**src/rtl/fsam_regs.svh**
```systemverilog
// Opcodes, map sizes, register offsets and field positions of the sector map link
`ifndef FSAM_REGS_SVH
`define FSAM_REGS_SVH

`define FSAM_OP_READ3 8'h03
`define FSAM_OP_READ4 8'h13
`define FSAM_OP_PERASE3 8'h20
`define FSAM_OP_PERASE4 8'h21
`define FSAM_OP_BERASE3 8'hD8
`define FSAM_OP_BERASE4 8'hDC
`define FSAM_OP_AUXRD 8'h4B
`define FSAM_OP_EN4B 8'hB7
`define FSAM_OP_EX4B 8'hE9

`define FSAM_ALEN_NONE 3'h0
`define FSAM_ALEN_3 3'h3
`define FSAM_ALEN_4 3'h4
`define FSAM_ALEN_ONE 3'h1

`define FSAM_SIZE_16MB 32'h0100_0000
`define FSAM_SIZE_32MB 32'h0200_0000
`define FSAM_PSEC_SIZE 32'h0000_1000
`define FSAM_HALF_SIZE 32'h0000_8000
`define FSAM_USEC_SIZE 32'h0001_0000
`define FSAM_LBLK_SIZE 32'h0004_0000
`define FSAM_PSEC_SHIFT 12
`define FSAM_USEC_SHIFT 16
`define FSAM_PSEC_COUNT 10'h008
`define FSAM_SEC_ONE 10'h001
`define FSAM_BYTE_SHIFT 8
`define FSAM_ZERO32 32'h0000_0000

`define FSAM_REG_CTRL 12'h000
`define FSAM_REG_ADDR 12'h004
`define FSAM_REG_CFG 12'h008
`define FSAM_REG_STATUS 12'h00C
`define FSAM_CTRL_OP 7:0
`define FSAM_CTRL_GO 8
`define FSAM_CTRL_AUTO 9
`define FSAM_CFG_EXT_INIT 0
`define FSAM_CFG_TOP 1
`define FSAM_CFG_UNIFORM 2
`define FSAM_CFG_DENS32 3
`define FSAM_CFG_WIDTH 4

`endif

```
**src/rtl/fsam_pkg.sv**
```systemverilog
// Types and shared address decoding of the sector map link
package fsam_pkg;
  `include "fsam_regs.svh"

  typedef enum logic [1:0] {FSAM_RSP_OK, FSAM_RSP_REFUSED, FSAM_RSP_ABORT} fsam_rsp_t;
  typedef enum logic [1:0] {FSAM_KIND_READ, FSAM_KIND_ERASE, FSAM_KIND_AUX} fsam_kind_t;
  typedef enum logic [1:0] {FSAM_DS_IDLE, FSAM_DS_ADDR, FSAM_DS_EXEC, FSAM_DS_SKIP} fsam_dstate_t;
  typedef enum logic [1:0] {FSAM_HS_IDLE, FSAM_HS_SEND, FSAM_HS_RESP} fsam_hstate_t;

  // Address bytes that follow an opcode; zero means no address phase
  function automatic logic [2:0] fsam_addr_len(input logic [7:0] op, input logic ext);
    unique case (op)
      `FSAM_OP_READ4, `FSAM_OP_PERASE4, `FSAM_OP_BERASE4: fsam_addr_len = `FSAM_ALEN_4;
      `FSAM_OP_READ3, `FSAM_OP_PERASE3, `FSAM_OP_BERASE3:
        fsam_addr_len = ext ? `FSAM_ALEN_4 : `FSAM_ALEN_3;
      `FSAM_OP_AUXRD: fsam_addr_len = ext ? `FSAM_ALEN_4 : `FSAM_ALEN_3;
      default: fsam_addr_len = `FSAM_ALEN_NONE;
    endcase
  endfunction : fsam_addr_len

  function automatic logic [31:0] fsam_size(input logic dens32);
    fsam_size = dens32 ? `FSAM_SIZE_32MB : `FSAM_SIZE_16MB;
  endfunction : fsam_size

  // Upper address bits beyond the array wrap away; the small part ignores 31..24
  function automatic logic [31:0] fsam_main_addr(input logic [31:0] a, input logic dens32);
    fsam_main_addr = a & (fsam_size(dens32) - 32'h1);
  endfunction : fsam_main_addr

  function automatic logic fsam_in_param(input logic [31:0] m, input logic dens32,
                                         input logic hybrid, input logic top);
    if (top)
      fsam_in_param = hybrid && (m >= fsam_size(dens32) - `FSAM_HALF_SIZE);
    else
      fsam_in_param = hybrid && (m < `FSAM_HALF_SIZE);
  endfunction : fsam_in_param
endpackage : fsam_pkg

```
**src/rtl/fsam_link_if.sv**
```systemverilog
// Byte-wide command link between the host controller and the flash map logic
interface fsam_link_if;
  import fsam_pkg::*;
  logic sel;
  logic byte_valid;
  logic [7:0] data;
  logic rsp_valid;
  fsam_rsp_t rsp_code;

  modport ctrl (output sel, output byte_valid, output data, input rsp_valid, input rsp_code);
  modport dev (input sel, input byte_valid, input data, output rsp_valid, output rsp_code);
endinterface : fsam_link_if

```
**src/rtl/fsam_device.sv**
```systemverilog
// Flash end: address phase sizing, array masking, sector map and erase steering
//
// The implementer's own choices: the register addresses and the APB register port.
module fsam_device
  import fsam_pkg::*;
(
  input wire logic MCLK,
  input wire logic RST_B,
  fsam_link_if.dev LINK,
  input wire logic NV_EXT_ADDR,
  input wire logic NV_TOP_PARAM,
  input wire logic DENSITY_32MB,
  input wire logic UNIFORM_MAP,
  input wire logic BLOCK_256K,
  output logic EXT_MODE,
  output logic OP_VALID,
  output fsam_kind_t OP_KIND,
  output logic [31:0] OP_ADDR,
  output logic [31:0] OP_LEN,
  output logic [9:0] OP_SECTOR
);
  `include "fsam_regs.svh"

  fsam_dstate_t state;
  logic [7:0] opcode;
  logic [31:0] addr_sh;
  logic [2:0] left;
  logic ext_mode;
  logic dens32;
  logic top_param;
  logic first_byte;
  logic [2:0] first_len;
  logic hybrid;
  logic [31:0] m;
  logic [31:0] size;
  logic [31:0] unit;
  logic [31:0] base;
  fsam_kind_t next_kind;
  logic [31:0] next_start;
  logic [31:0] next_len;
  fsam_rsp_t next_rsp;

  // Sector index of a main array location in the current map
  function automatic logic [9:0] sector_index(input logic [31:0] a, input logic d32,
                                              input logic hyb, input logic top);
    logic [9:0] u;
    logic [9:0] last;
    logic [31:0] edge_low;
    u = 10'(a >> `FSAM_USEC_SHIFT);
    last = 10'((fsam_size(d32) >> `FSAM_USEC_SHIFT) - 32'h1);
    edge_low = fsam_size(d32) - `FSAM_HALF_SIZE;
    if (!hyb)
      sector_index = u;
    else if (!top) begin
      if (a < `FSAM_HALF_SIZE)
        sector_index = 10'(a >> `FSAM_PSEC_SHIFT);
      else if (u == 10'h000)
        sector_index = `FSAM_PSEC_COUNT;
      else
        sector_index = u + `FSAM_PSEC_COUNT;
    end
    else begin
      if (u < last)
        sector_index = u;
      else if (a < edge_low)
        sector_index = last;
      else
        sector_index = last + `FSAM_SEC_ONE + 10'((a - edge_low) >> `FSAM_PSEC_SHIFT);
    end
  endfunction : sector_index

  assign first_byte = (state == FSAM_DS_IDLE) && LINK.sel && LINK.byte_valid;
  assign first_len = fsam_addr_len(LINK.data, ext_mode);
  assign hybrid = !UNIFORM_MAP;
  assign EXT_MODE = ext_mode;

  // Density and placement are strapped; sampled while reset is held
  always_ff @(posedge MCLK)
  begin
    if (!RST_B)
    begin
      dens32 <= DENSITY_32MB;
      top_param <= NV_TOP_PARAM;
    end
  end

  always_ff @(posedge MCLK)
  begin
    if (!RST_B)
      ext_mode <= NV_EXT_ADDR;
    else if (first_byte && LINK.data == `FSAM_OP_EN4B)
      ext_mode <= 1'b1;
    else if (first_byte && LINK.data == `FSAM_OP_EX4B)
      ext_mode <= 1'b0;
  end

  always_ff @(posedge MCLK)
  begin
    if (!RST_B)
    begin
      state <= FSAM_DS_IDLE;
      opcode <= 8'h00;
      addr_sh <= `FSAM_ZERO32;
      left <= `FSAM_ALEN_NONE;
    end
    else
    begin
      unique case (state)
        FSAM_DS_IDLE:
          if (first_byte)
          begin
            opcode <= LINK.data;
            addr_sh <= `FSAM_ZERO32;
            left <= first_len;
            state <= (first_len != `FSAM_ALEN_NONE) ? FSAM_DS_ADDR : FSAM_DS_SKIP;
          end
        FSAM_DS_ADDR:
          if (!LINK.sel)
            state <= FSAM_DS_IDLE;
          else if (LINK.byte_valid)
          begin
            addr_sh <= {addr_sh[23:0], LINK.data};
            left <= left - `FSAM_ALEN_ONE;
            if (left == `FSAM_ALEN_ONE)
              state <= FSAM_DS_EXEC;
          end
        FSAM_DS_EXEC:
          state <= FSAM_DS_SKIP;
        FSAM_DS_SKIP:
          // Bytes beyond the address phase are ignored until the frame ends
          if (!LINK.sel)
            state <= FSAM_DS_IDLE;
      endcase
    end
  end

  // Effect of the collected command on the array
  always_comb
  begin
    m = fsam_main_addr(addr_sh, dens32);
    size = fsam_size(dens32);
    unit = BLOCK_256K ? `FSAM_LBLK_SIZE : `FSAM_USEC_SIZE;
    base = m & ~(unit - 32'h1);
    next_kind = FSAM_KIND_READ;
    next_start = m;
    next_len = `FSAM_ZERO32;
    next_rsp = FSAM_RSP_OK;
    unique case (opcode)
      `FSAM_OP_PERASE3, `FSAM_OP_PERASE4:
      begin
        next_kind = FSAM_KIND_ERASE;
        // Outside the parameter group the opcode has nothing to act on
        if (fsam_in_param(m, dens32, hybrid, top_param))
        begin
          next_start = m & ~(`FSAM_PSEC_SIZE - 32'h1);
          next_len = `FSAM_PSEC_SIZE;
        end
        else
          next_rsp = FSAM_RSP_REFUSED;
      end
      `FSAM_OP_BERASE3, `FSAM_OP_BERASE4:
      begin
        next_kind = FSAM_KIND_ERASE;
        next_start = base;
        next_len = unit;
        if (hybrid && !top_param && base == `FSAM_ZERO32)
        begin
          next_start = `FSAM_HALF_SIZE;
          next_len = unit - `FSAM_HALF_SIZE;
        end
        else if (hybrid && top_param && base + unit == size)
          next_len = unit - `FSAM_HALF_SIZE;
      end
      `FSAM_OP_AUXRD:
      begin
        next_kind = FSAM_KIND_AUX;
        next_start = addr_sh;
      end
      default:
      begin
        next_kind = FSAM_KIND_READ;
      end
    endcase
  end

  always_ff @(posedge MCLK)
  begin
    if (!RST_B)
    begin
      LINK.rsp_valid <= 1'b0;
      LINK.rsp_code <= FSAM_RSP_OK;
      OP_VALID <= 1'b0;
      OP_KIND <= FSAM_KIND_READ;
      OP_ADDR <= `FSAM_ZERO32;
      OP_LEN <= `FSAM_ZERO32;
      OP_SECTOR <= 10'h000;
    end
    else
    begin
      LINK.rsp_valid <= 1'b0;
      OP_VALID <= 1'b0;
      if (first_byte && first_len == `FSAM_ALEN_NONE)
      begin
        LINK.rsp_valid <= 1'b1;
        if (LINK.data == `FSAM_OP_EN4B || LINK.data == `FSAM_OP_EX4B)
          LINK.rsp_code <= FSAM_RSP_OK;
        else
          LINK.rsp_code <= FSAM_RSP_REFUSED;
      end
      else if (state == FSAM_DS_ADDR && !LINK.sel)
      begin
        // A frame cut short in the address phase leaves the array alone
        LINK.rsp_valid <= 1'b1;
        LINK.rsp_code <= FSAM_RSP_ABORT;
      end
      else if (state == FSAM_DS_EXEC)
      begin
        LINK.rsp_valid <= 1'b1;
        LINK.rsp_code <= next_rsp;
        OP_VALID <= (next_rsp == FSAM_RSP_OK);
        OP_KIND <= next_kind;
        OP_ADDR <= next_start;
        OP_LEN <= next_len;
        OP_SECTOR <= (next_kind == FSAM_KIND_AUX) ? 10'h000 :
                     sector_index(next_start, dens32, hybrid, top_param);
      end
    end
  end
endmodule : fsam_device

```
**src/flat_wrapper.sv**
```systemverilog
// flat-port wrapper written by rule: the top's interface ports become plain ports
module fsam_device_flat import fsam_pkg::*;
  (MCLK, RST_B, NV_EXT_ADDR, NV_TOP_PARAM, DENSITY_32MB, UNIFORM_MAP, BLOCK_256K, EXT_MODE, OP_VALID, OP_KIND, OP_ADDR, OP_LEN, OP_SECTOR, LINK_sel, LINK_byte_valid, LINK_data, LINK_rsp_valid, LINK_rsp_code);
  fsam_link_if LINK_i ();
  input wire logic MCLK;
  input wire logic RST_B;
  input wire logic NV_EXT_ADDR;
  input wire logic NV_TOP_PARAM;
  input wire logic DENSITY_32MB;
  input wire logic UNIFORM_MAP;
  input wire logic BLOCK_256K;
  output logic EXT_MODE;
  output logic OP_VALID;
  output fsam_kind_t OP_KIND;
  output logic [31:0] OP_ADDR;
  output logic [31:0] OP_LEN;
  output logic [9:0] OP_SECTOR;
  input wire logic [$bits(LINK_i.sel)-1:0] LINK_sel;
  input wire logic [$bits(LINK_i.byte_valid)-1:0] LINK_byte_valid;
  input wire logic [$bits(LINK_i.data)-1:0] LINK_data;
  output wire logic [$bits(LINK_i.rsp_valid)-1:0] LINK_rsp_valid;
  output wire logic [$bits(LINK_i.rsp_code)-1:0] LINK_rsp_code;
  assign LINK_i.sel = LINK_sel;
  assign LINK_i.byte_valid = LINK_byte_valid;
  assign LINK_i.data = LINK_data;
  assign LINK_rsp_valid = LINK_i.rsp_valid;
  assign LINK_rsp_code = LINK_i.rsp_code;
  fsam_device u_core (.MCLK(MCLK), .RST_B(RST_B), .LINK(LINK_i), .NV_EXT_ADDR(NV_EXT_ADDR), .NV_TOP_PARAM(NV_TOP_PARAM), .DENSITY_32MB(DENSITY_32MB), .UNIFORM_MAP(UNIFORM_MAP), .BLOCK_256K(BLOCK_256K), .EXT_MODE(EXT_MODE), .OP_VALID(OP_VALID), .OP_KIND(OP_KIND), .OP_ADDR(OP_ADDR), .OP_LEN(OP_LEN), .OP_SECTOR(OP_SECTOR));
endmodule
```
**config.mk**
```make
export PLATFORM = sky130hd
export DESIGN_NAME = fsam_device_flat
export DESIGN_NICKNAME = d
export VERILOG_FILES = /design/src/rtl/fsam_pkg.sv /design/src/rtl/fsam_link_if.sv /design/src/rtl/fsam_device.sv /design/src/flat_wrapper.sv
export VERILOG_INCLUDE_DIRS = /design/src /design/src/rtl
export SDC_FILE = /design/constraint.sdc
export NUM_CORES = 1
export LEC_CHECK = 0
export BUFFER_PORTS_ARGS = -buffer_cell sky130_fd_sc_hd__buf_2
export CAP_MARGIN = 10
export CORE_MARGIN = 2
export CORE_UTILIZATION = 36
export DETAILED_ROUTE_END_ITERATION = 8
export HOLD_SLACK_MARGIN = 0.05
export PLACE_DENSITY_LB_ADDON = 0.2
export SLEW_MARGIN = 30
export SYNTH_ARGS = -nofsm -noshare
export SYNTH_HDL_FRONTEND = slang
export SYNTH_SLANG_ARGS = --single-unit
export TNS_END_PERCENT = 30
```
**constraint.sdc**
```tcl
create_clock -name MCLK -period 6.4 [get_ports MCLK]
set_input_delay 0.64 -clock MCLK [delete_from_list [all_inputs] [get_ports MCLK]]
set_output_delay 0.64 -clock MCLK [all_outputs]
set_load 0.05 [all_outputs]
```
Word-level counts from Yosys, hierarchy flattened --
Index checks and enable logic that the tools add are counted.
Storage, ports and cells: register bits after elaboration 128, word-level logic and storage cells 146
Cells by class: equal/unequal tests 27, bitwise gates (word level) 7, muxes and demuxes 48, add/sub/neg operators 11, reduce and logical (&&, ||, !) cells 34, $lt $le $gt $ge 5
Operators by type and width (count):
- two-way mux 32 bit | 6
- case mux 32 bit (2 select lines) | 2
- case mux 32 bit (3 select lines) | 1
- two-way mux 10 bit | 7
- AND 32 bit | 2
- less-than comparator 32 x 16 -> 1 bit (second input constant) | 2
- == test 8 bit (second input constant) | 6
- adder 32 bit | 1
- == test 32 x 26 -> 1 bit | 1
- == test 8 x 6 -> 1 bit (second input constant) | 4
- greater-or-equal comparator 32 bit | 1
- logical NOT 32 bit | 1
- less-than comparator 32 bit | 1
- inverter 32 bit | 1
- subtractor 32 x 1 -> 32 bit (second input constant) | 1
- subtractor 32 x 16 -> 32 bit (second input constant) | 1
- subtractor 26 x 1 -> 27 bit (second input constant) | 1
- subtractor 26 x 16 -> 27 bit (second input constant) | 1
- two-way mux 26 bit | 1
- subtractor 22 bit | 1
- two-way mux 2 bit | 10
- two-way mux 19 bit | 1
- == test 8 x 7 -> 1 bit (second input constant) | 2
- two-way mux 13 bit | 1
- 37 further kinds | 76

Longest topological paths before layout --
word-level depth 16, gate-level depth with buffers 13, mapped depth without buffers 12

Worst setup path after synthesis --
Ideal clock, no wire load.
path kind in2reg, from input port UNIFORM_MAP, to register u_core.OP_SECTOR[9], path buffers 1, library setup time 79 ps, arrival 2931 ps, cell stages on the path 12, slack 3389 ps, cell sequence clkbuf_1 > a211oi_2 > o2111ai_2 > o21ai_1 > nand3_1 > xnor2_1 > ha_1 > nor2_1 > xor2_1 > xnor2_1 > o311a_1 > a211oi_2
RTL lines:
- from (decl) | RTL line flat_wrapper.sv:10 | input wire logic UNIFORM_MAP;
- logical NOT 1 bit * | RTL line fsam_device.sv:74 | assign hybrid = !UNIFORM_MAP;
- logical AND 1 bit * | RTL line fsam_device.sv:166 | if (hybrid && !top_param && base == `FSAM_ZERO32)
- logical AND 1 bit (no source line) *
- two-way mux 32 bit * | RTL line fsam_device.sv:166
- case mux 32 bit (3 select lines) * | RTL line fsam_device.sv:148 | unique case (opcode)
- via u_core.next_start[15] | RTL line fsam_device.sv:39 | logic [31:0] next_start;
- subtractor 22 bit | RTL line fsam_device.sv:68 | sector_index = last + `FSAM_SEC_ONE + 10'((a - edge_low) >> `FSAM_PSEC_SHIFT);
- adder 10 bit | RTL line fsam_device.sv:68
- two-way mux 10 bit | RTL line fsam_device.sv:65 | else if (a < edge_low)
- two-way mux 10 bit | RTL line fsam_device.sv:63 | if (u < last)
- two-way mux 10 bit * | RTL line fsam_device.sv:54 | else if (!top) begin
- two-way mux 10 bit * | RTL line fsam_device.sv:52 | if (!hyb)
- two-way mux 10 bit * | RTL line fsam_device.sv:224 | OP_SECTOR <= (next_kind == FSAM_KIND_AUX) ? 10'h000 :
- to (signal assigned) | RTL line fsam_device.sv:224
- to (decl) | RTL line fsam_device.sv:20 | output logic [9:0] OP_SECTOR
The timed path passes the listed nets; every way through them passes the cells marked *. The select of a mux whose other input is x is not followed. A chain may end at the register's enable or synchronous reset.

Worst setup path in the final report --
from register u_core.addr_sh[19], to register u_core.OP_SECTOR[9]
RTL lines:
- from (decl) | RTL line fsam_device.sv:26 | logic [31:0] addr_sh;
- from (signal assigned) | RTL line fsam_device.sv:103 | addr_sh <= `FSAM_ZERO32;
- from (signal assigned) | RTL line fsam_device.sv:113 | addr_sh <= `FSAM_ZERO32;
- from (signal assigned) | RTL line fsam_device.sv:122 | addr_sh <= {addr_sh[23:0], LINK.data};
- AND 32 bit * | RTL line fsam_pkg.sv:27 | fsam_main_addr = a & (fsam_size(dens32) - 32'h1);
- AND 32 bit * | RTL line fsam_device.sv:143 | base = m & ~(unit - 32'h1);
- logical NOT 32 bit (no source line) *
- logical AND 1 bit (no source line) *
- two-way mux 32 bit * | RTL line fsam_device.sv:166
- case mux 32 bit (3 select lines) * | RTL line fsam_device.sv:148
- via u_core.next_start[15] | RTL line fsam_device.sv:39
- subtractor 22 bit | RTL line fsam_device.sv:68
- adder 10 bit | RTL line fsam_device.sv:68
- two-way mux 10 bit | RTL line fsam_device.sv:65
- two-way mux 10 bit | RTL line fsam_device.sv:63
- two-way mux 10 bit * | RTL line fsam_device.sv:54
- two-way mux 10 bit * | RTL line fsam_device.sv:52
- two-way mux 10 bit * | RTL line fsam_device.sv:224
Marks and branches as above.

==> impl_summary.md <==
Status
The run finished with clean final reports.

Min path
In this run the worst hold path is classified as flop to flop.

STA
The number of hold violations in the final report is 0. In this run the tightest slew margin relative to its limit is 0.368. For the pin with the worst max-slew slack, the measured transition is about 950 ps. The setup skew after layout is 9.24 ps. The max-slew violation count is 0. The maximum frequency from static timing analysis is approximately 0.32 GHz. The part of the cycle the worst path needs is 0.495. Setup repair after global routing left no endpoint under its margin. The setup violation total in the final timing report is 0.

For the final routed database, the setup TNS stands at 0 ps. The post-layout minimum cycle time is approximately 3200 ps.

Synth
Summed over all instances, the cell type with the most area after synthesis is sky130_fd_sc_hd__dfxtp_1. By area the synthesized netlist is led by sky130_fd_sc_hd__dfxtp_1, sky130_fd_sc_hd__nand2_1, sky130_fd_sc_hd__a21oi_1. The share of flip-flops with an asynchronous set or reset after synthesis is 0. The adder-cell area share of the yosys netlist is 0.0244.

Each instance of the synthesized netlist takes up on average around 8 um2. By count the netlist is led by sky130_fd_sc_hd__nand2_1, sky130_fd_sc_hd__dfxtp_1, sky130_fd_sc_hd__a21oi_1, sky130_fd_sc_hd__nand3_1, sky130_fd_sc_hd__nor2_1. The post-synthesis simple-gate area fraction is 0.258. Yosys printed 0 warnings.

The share of the synthesized area in compound gates (AO/OA/AOI/OAI) is 0.199. The cell with the most instances after synthesis is sky130_fd_sc_hd__nand2_1. The area of the mapped netlist is between 5000 and 6000 um2. Synthesis instantiated between 60 and 70 different standard cells from the library. The synthesized instance count is 652. The fraction of post-synthesis cell area in the top cell type by area is 0.383. After synthesis, the largest family of logic cells by area is simple AND/OR/NAND/NOR gates. The multiplexer fraction of the synthesized cell area is 0.00782. The xor/xnor cell area share of the yosys netlist is 0.0120. The count of flip-flops with a built-in enable after synthesis is 3. The number of register bits inferred by synthesis is ~100. For this run, the leading register cell type out of synthesis is sky130_fd_sc_hd__dfxtp_1.

The sequential share of the synthesized area is 0.401.

Die
For this configuration, the core starts out at a cell density of 0.369. Measured along the y axis, the die boundary spans between 100 and 150 um. The floorplan step defined a die boundary enclosing around 15000 um2. Pin placement for this block handled 98 I/O pins. The count of standard-cell rows is 43. The width of the die is ~120 um. The region available for standard cell placement spans about 14000 um2.

Drt
The highest routed metal layer is met4. The routed length on met1 is 6450 um. The total number of vias is between 4000 and 5000. Wires add up to about 14000 um. After detailed routing, the number of remaining DRC violations is 0. The detailed router finished its first iteration with roughly 330 violations. The average wire length per cell after detail routing is around 17 um. The routed wire length on met3 is around 770 um. The sum of met2 wire segment lengths after detailed routing is 6700 um.

Once detail routing completed, the nets flagged for antenna violations numbered 0. The pre-antenna-repair detailed-routing pass consisted of 4 iterations. In the routed layout, each cell is associated on average with a via count of around 5.4.

Layout
At the end of the flow, the number of nets in the layout was 707. Measured on the finished design, the core utilization comes to 0.411. The repair_antennas step left the layout with diodes totalling 0. The area growth from synthesis to layout is 11.3%. The share of post-route cells with drive strength above 1 is 0.159.

Clock network
The clock slew at the register clock pins of the worst setup and hold paths is 70 ps. Once the clock tree was built, the setup fixing pass inserted 0 buffers. The library cell used as clock root buffer is sky130_fd_sc_hd__clkbuf_16. After clock tree synthesis, the repair step resized 0 gates. The later-pin clock latency in the skew report is 350 ps. The H-tree was split into 3 levels. Clock tree synthesis inserted a total of 9 buffers. The clock passes through at most 2 buffers. TritonCTS built the clock tree.

The number of hold-repair buffers added at the cts stage is 0. The number of sinks driven by the clock tree is 101.

Worst setup path
The critical path class is flop to flop. The reg-to-reg setup timing slack is approximately 3200 ps. The worst setup path is launched from a flop. The number of buffers and inverters on the critical path is 0. The most numerous cell type found on the critical path is sky130_fd_sc_hd__xnor2_1. The top fanout value on the critical path is 14.

The critical path's largest stage delay is ~510 ps. Walking the worst path, the cells encountered are nor4_4, o2111ai_2, o21ai_1, nand3_1, xnor2_1, ha_1, nor2_1, xor2_1, xnor2_1, o311a_1, a211oi_2. The cell family contributing the most delay on the critical path is compound AO/OA/AOI/OAI gates. STA puts the critical path data arrival time at 3450 ps.

At the worst endpoint, the required time is 6680 ps. The worst-path cell with the longest stage delay is sky130_fd_sc_hd__dfxtp_1. The worst setup path is captured at a flop.

Job
The max-cap check violation count is 0.

Power and ir drop
The worst-case vdd ir drop is between 0.1 and 0.15 mV. For this design the static power due to leakage is roughly 2.2 nW. Power spread over the standard cell area amounts to approximately 250 nW/um2.

GRT
Summed over all layers, the global routing overflow is 0. The global-route wire length before repair is ~23000 um. Entering global routing, the biggest net connects 90 pins. For this run, the total global-route usage over all layers was measured as 0.193.

The number of antenna violations at the first check in global routing is 0. The number of global-route vias before repair is between 4000 and 5000.

Place
The wire-length estimate of the detail-placed layout is 10000 um. During placement, the flow inserted port buffers numbering 70. The final weighted congestion in routability-driven placement is around 0.87.
==> state kept, by name, indices dropped and copies added (netlist names), 2 cells and up <==
register              flops
u_core.addr_sh           32
u_core.LINK.rsp_code      2
u_core.OP_ADDR           32
u_core.OP_LEN             5
u_core.left               3
u_core.state              2
u_core.OP_KIND            2
u_core.OP_SECTOR         10
u_core.opcode             8
==> worst paths after layout <==
check	start	end	cells past startpoint
hold / removal	u_core.OP_ADDR[23]	u_core.OP_ADDR[23]	2
hold reg to reg	u_core.OP_ADDR[23]	u_core.OP_ADDR[23]	2
setup / recovery	u_core.addr_sh[19]	u_core.OP_SECTOR[9]	11
setup reg to reg	u_core.addr_sh[19]	u_core.OP_SECTOR[9]	11
==> cell usage in the layout, fill, tap and decap left out, types with 6 or more instances in the layout <==
cell / netlist / final
sky130_fd_sc_hd__nor3_1: 17 / 17
sky130_fd_sc_hd__inv_1: 10 / 10
sky130_fd_sc_hd__conb_1: 1 / 27
sky130_fd_sc_hd__dfxtp_1: 98 / 98
sky130_fd_sc_hd__and3_1: 10 / 10
sky130_fd_sc_hd__nor2b_1: 7 / 7
sky130_fd_sc_hd__nor4_1: 6 / 6
sky130_fd_sc_hd__and2_1: 6 / 6
sky130_fd_sc_hd__a22oi_1: 12 / 12
sky130_fd_sc_hd__nor2_1: 45 / 44
sky130_fd_sc_hd__xnor2_1: 6 / 6
sky130_fd_sc_hd__buf_4: 28 / 6
sky130_fd_sc_hd__clkbuf_16: 0 / 11
sky130_fd_sc_hd__nand4_1: 7 / 7
sky130_fd_sc_hd__o21ai_0: 12 / 12
sky130_fd_sc_hd__nand3_1: 55 / 55
sky130_fd_sc_hd__nand2_1: 103 / 103
sky130_fd_sc_hd__ha_1: 10 / 10
sky130_fd_sc_hd__a21oi_1: 77 / 76
sky130_fd_sc_hd__buf_2: 6 / 70
==> area by class of cell <==
cell class | count | area, um2
fill | 1461 | 8180
clock inverter | 4 | 27.5
timing repair buffer | 76 | 395
inverter | 11 | 41.3
clock buffer | 12 | 279
multi-input combinational | 481 | 2680
tap | 180 | 225
sequential | 101 | 2050
==> through the flow <==
| stage | instance area (um2) | hold WS [ps] | power, mW | instances | worst slack (ps) |
|---|---|---|---|---|---|
| 3_5_place_dp | 5390 | 444 | 0.889 | 849 | 3060 |
| 4_1_cts | 5700 | 453 | 1.45 | 865 | 3210 |
| 6_report | 5700 | 452 | 1.43 | 865 | 3230 |
| 2_1_floorplan | 5220 | 435 | 0.851 | 678 | 3390 |
| 3_3_place_gp | 5390 | 443 | 0.888 | 849 | 3130 |
| 5_1_grt | 5700 | 465 | 1.49 | 865 | 2960 |
==> routing by layer <==
| layer | vias up | track usage |
|---|---|---|
| li1 | 2301 | - |
| met1 | 2219 | 0.262 |
| met2 | 139 | 0.298 |
| met3 | 29 | 0.0323 |
| met4 | 0 | 0.0909 |
| met5 | - | 0 |
==> logic make-up after synthesis <==
group                      after synthesis
and+or+nand+nor                        276
AOI/OAI and AO/OA                      157
DFF                                    101
buffers and inverters                   96
adders and majority gates               10
xor gates and xnor gates                 7
muxes                                    4
other                                    1
==> report_power, final <==
part | switching, mW | internal (mW) | leakage [nW]
Combinational | 0.169 | 0.0436 | 1.23
Clock | 0.243 | 0.311 | 0.153
Sequential | 0.0137 | 0.647 | 0.821
==> tightest hold or removal path, cell delays in order, from the launching register on <==
cell	delay, ps
sky130_fd_sc_hd__dfxtp_1	310
sky130_fd_sc_hd__nand2_1	50
sky130_fd_sc_hd__a21oi_1	50
No activity file was read; power rests on OpenSTA's default activity.
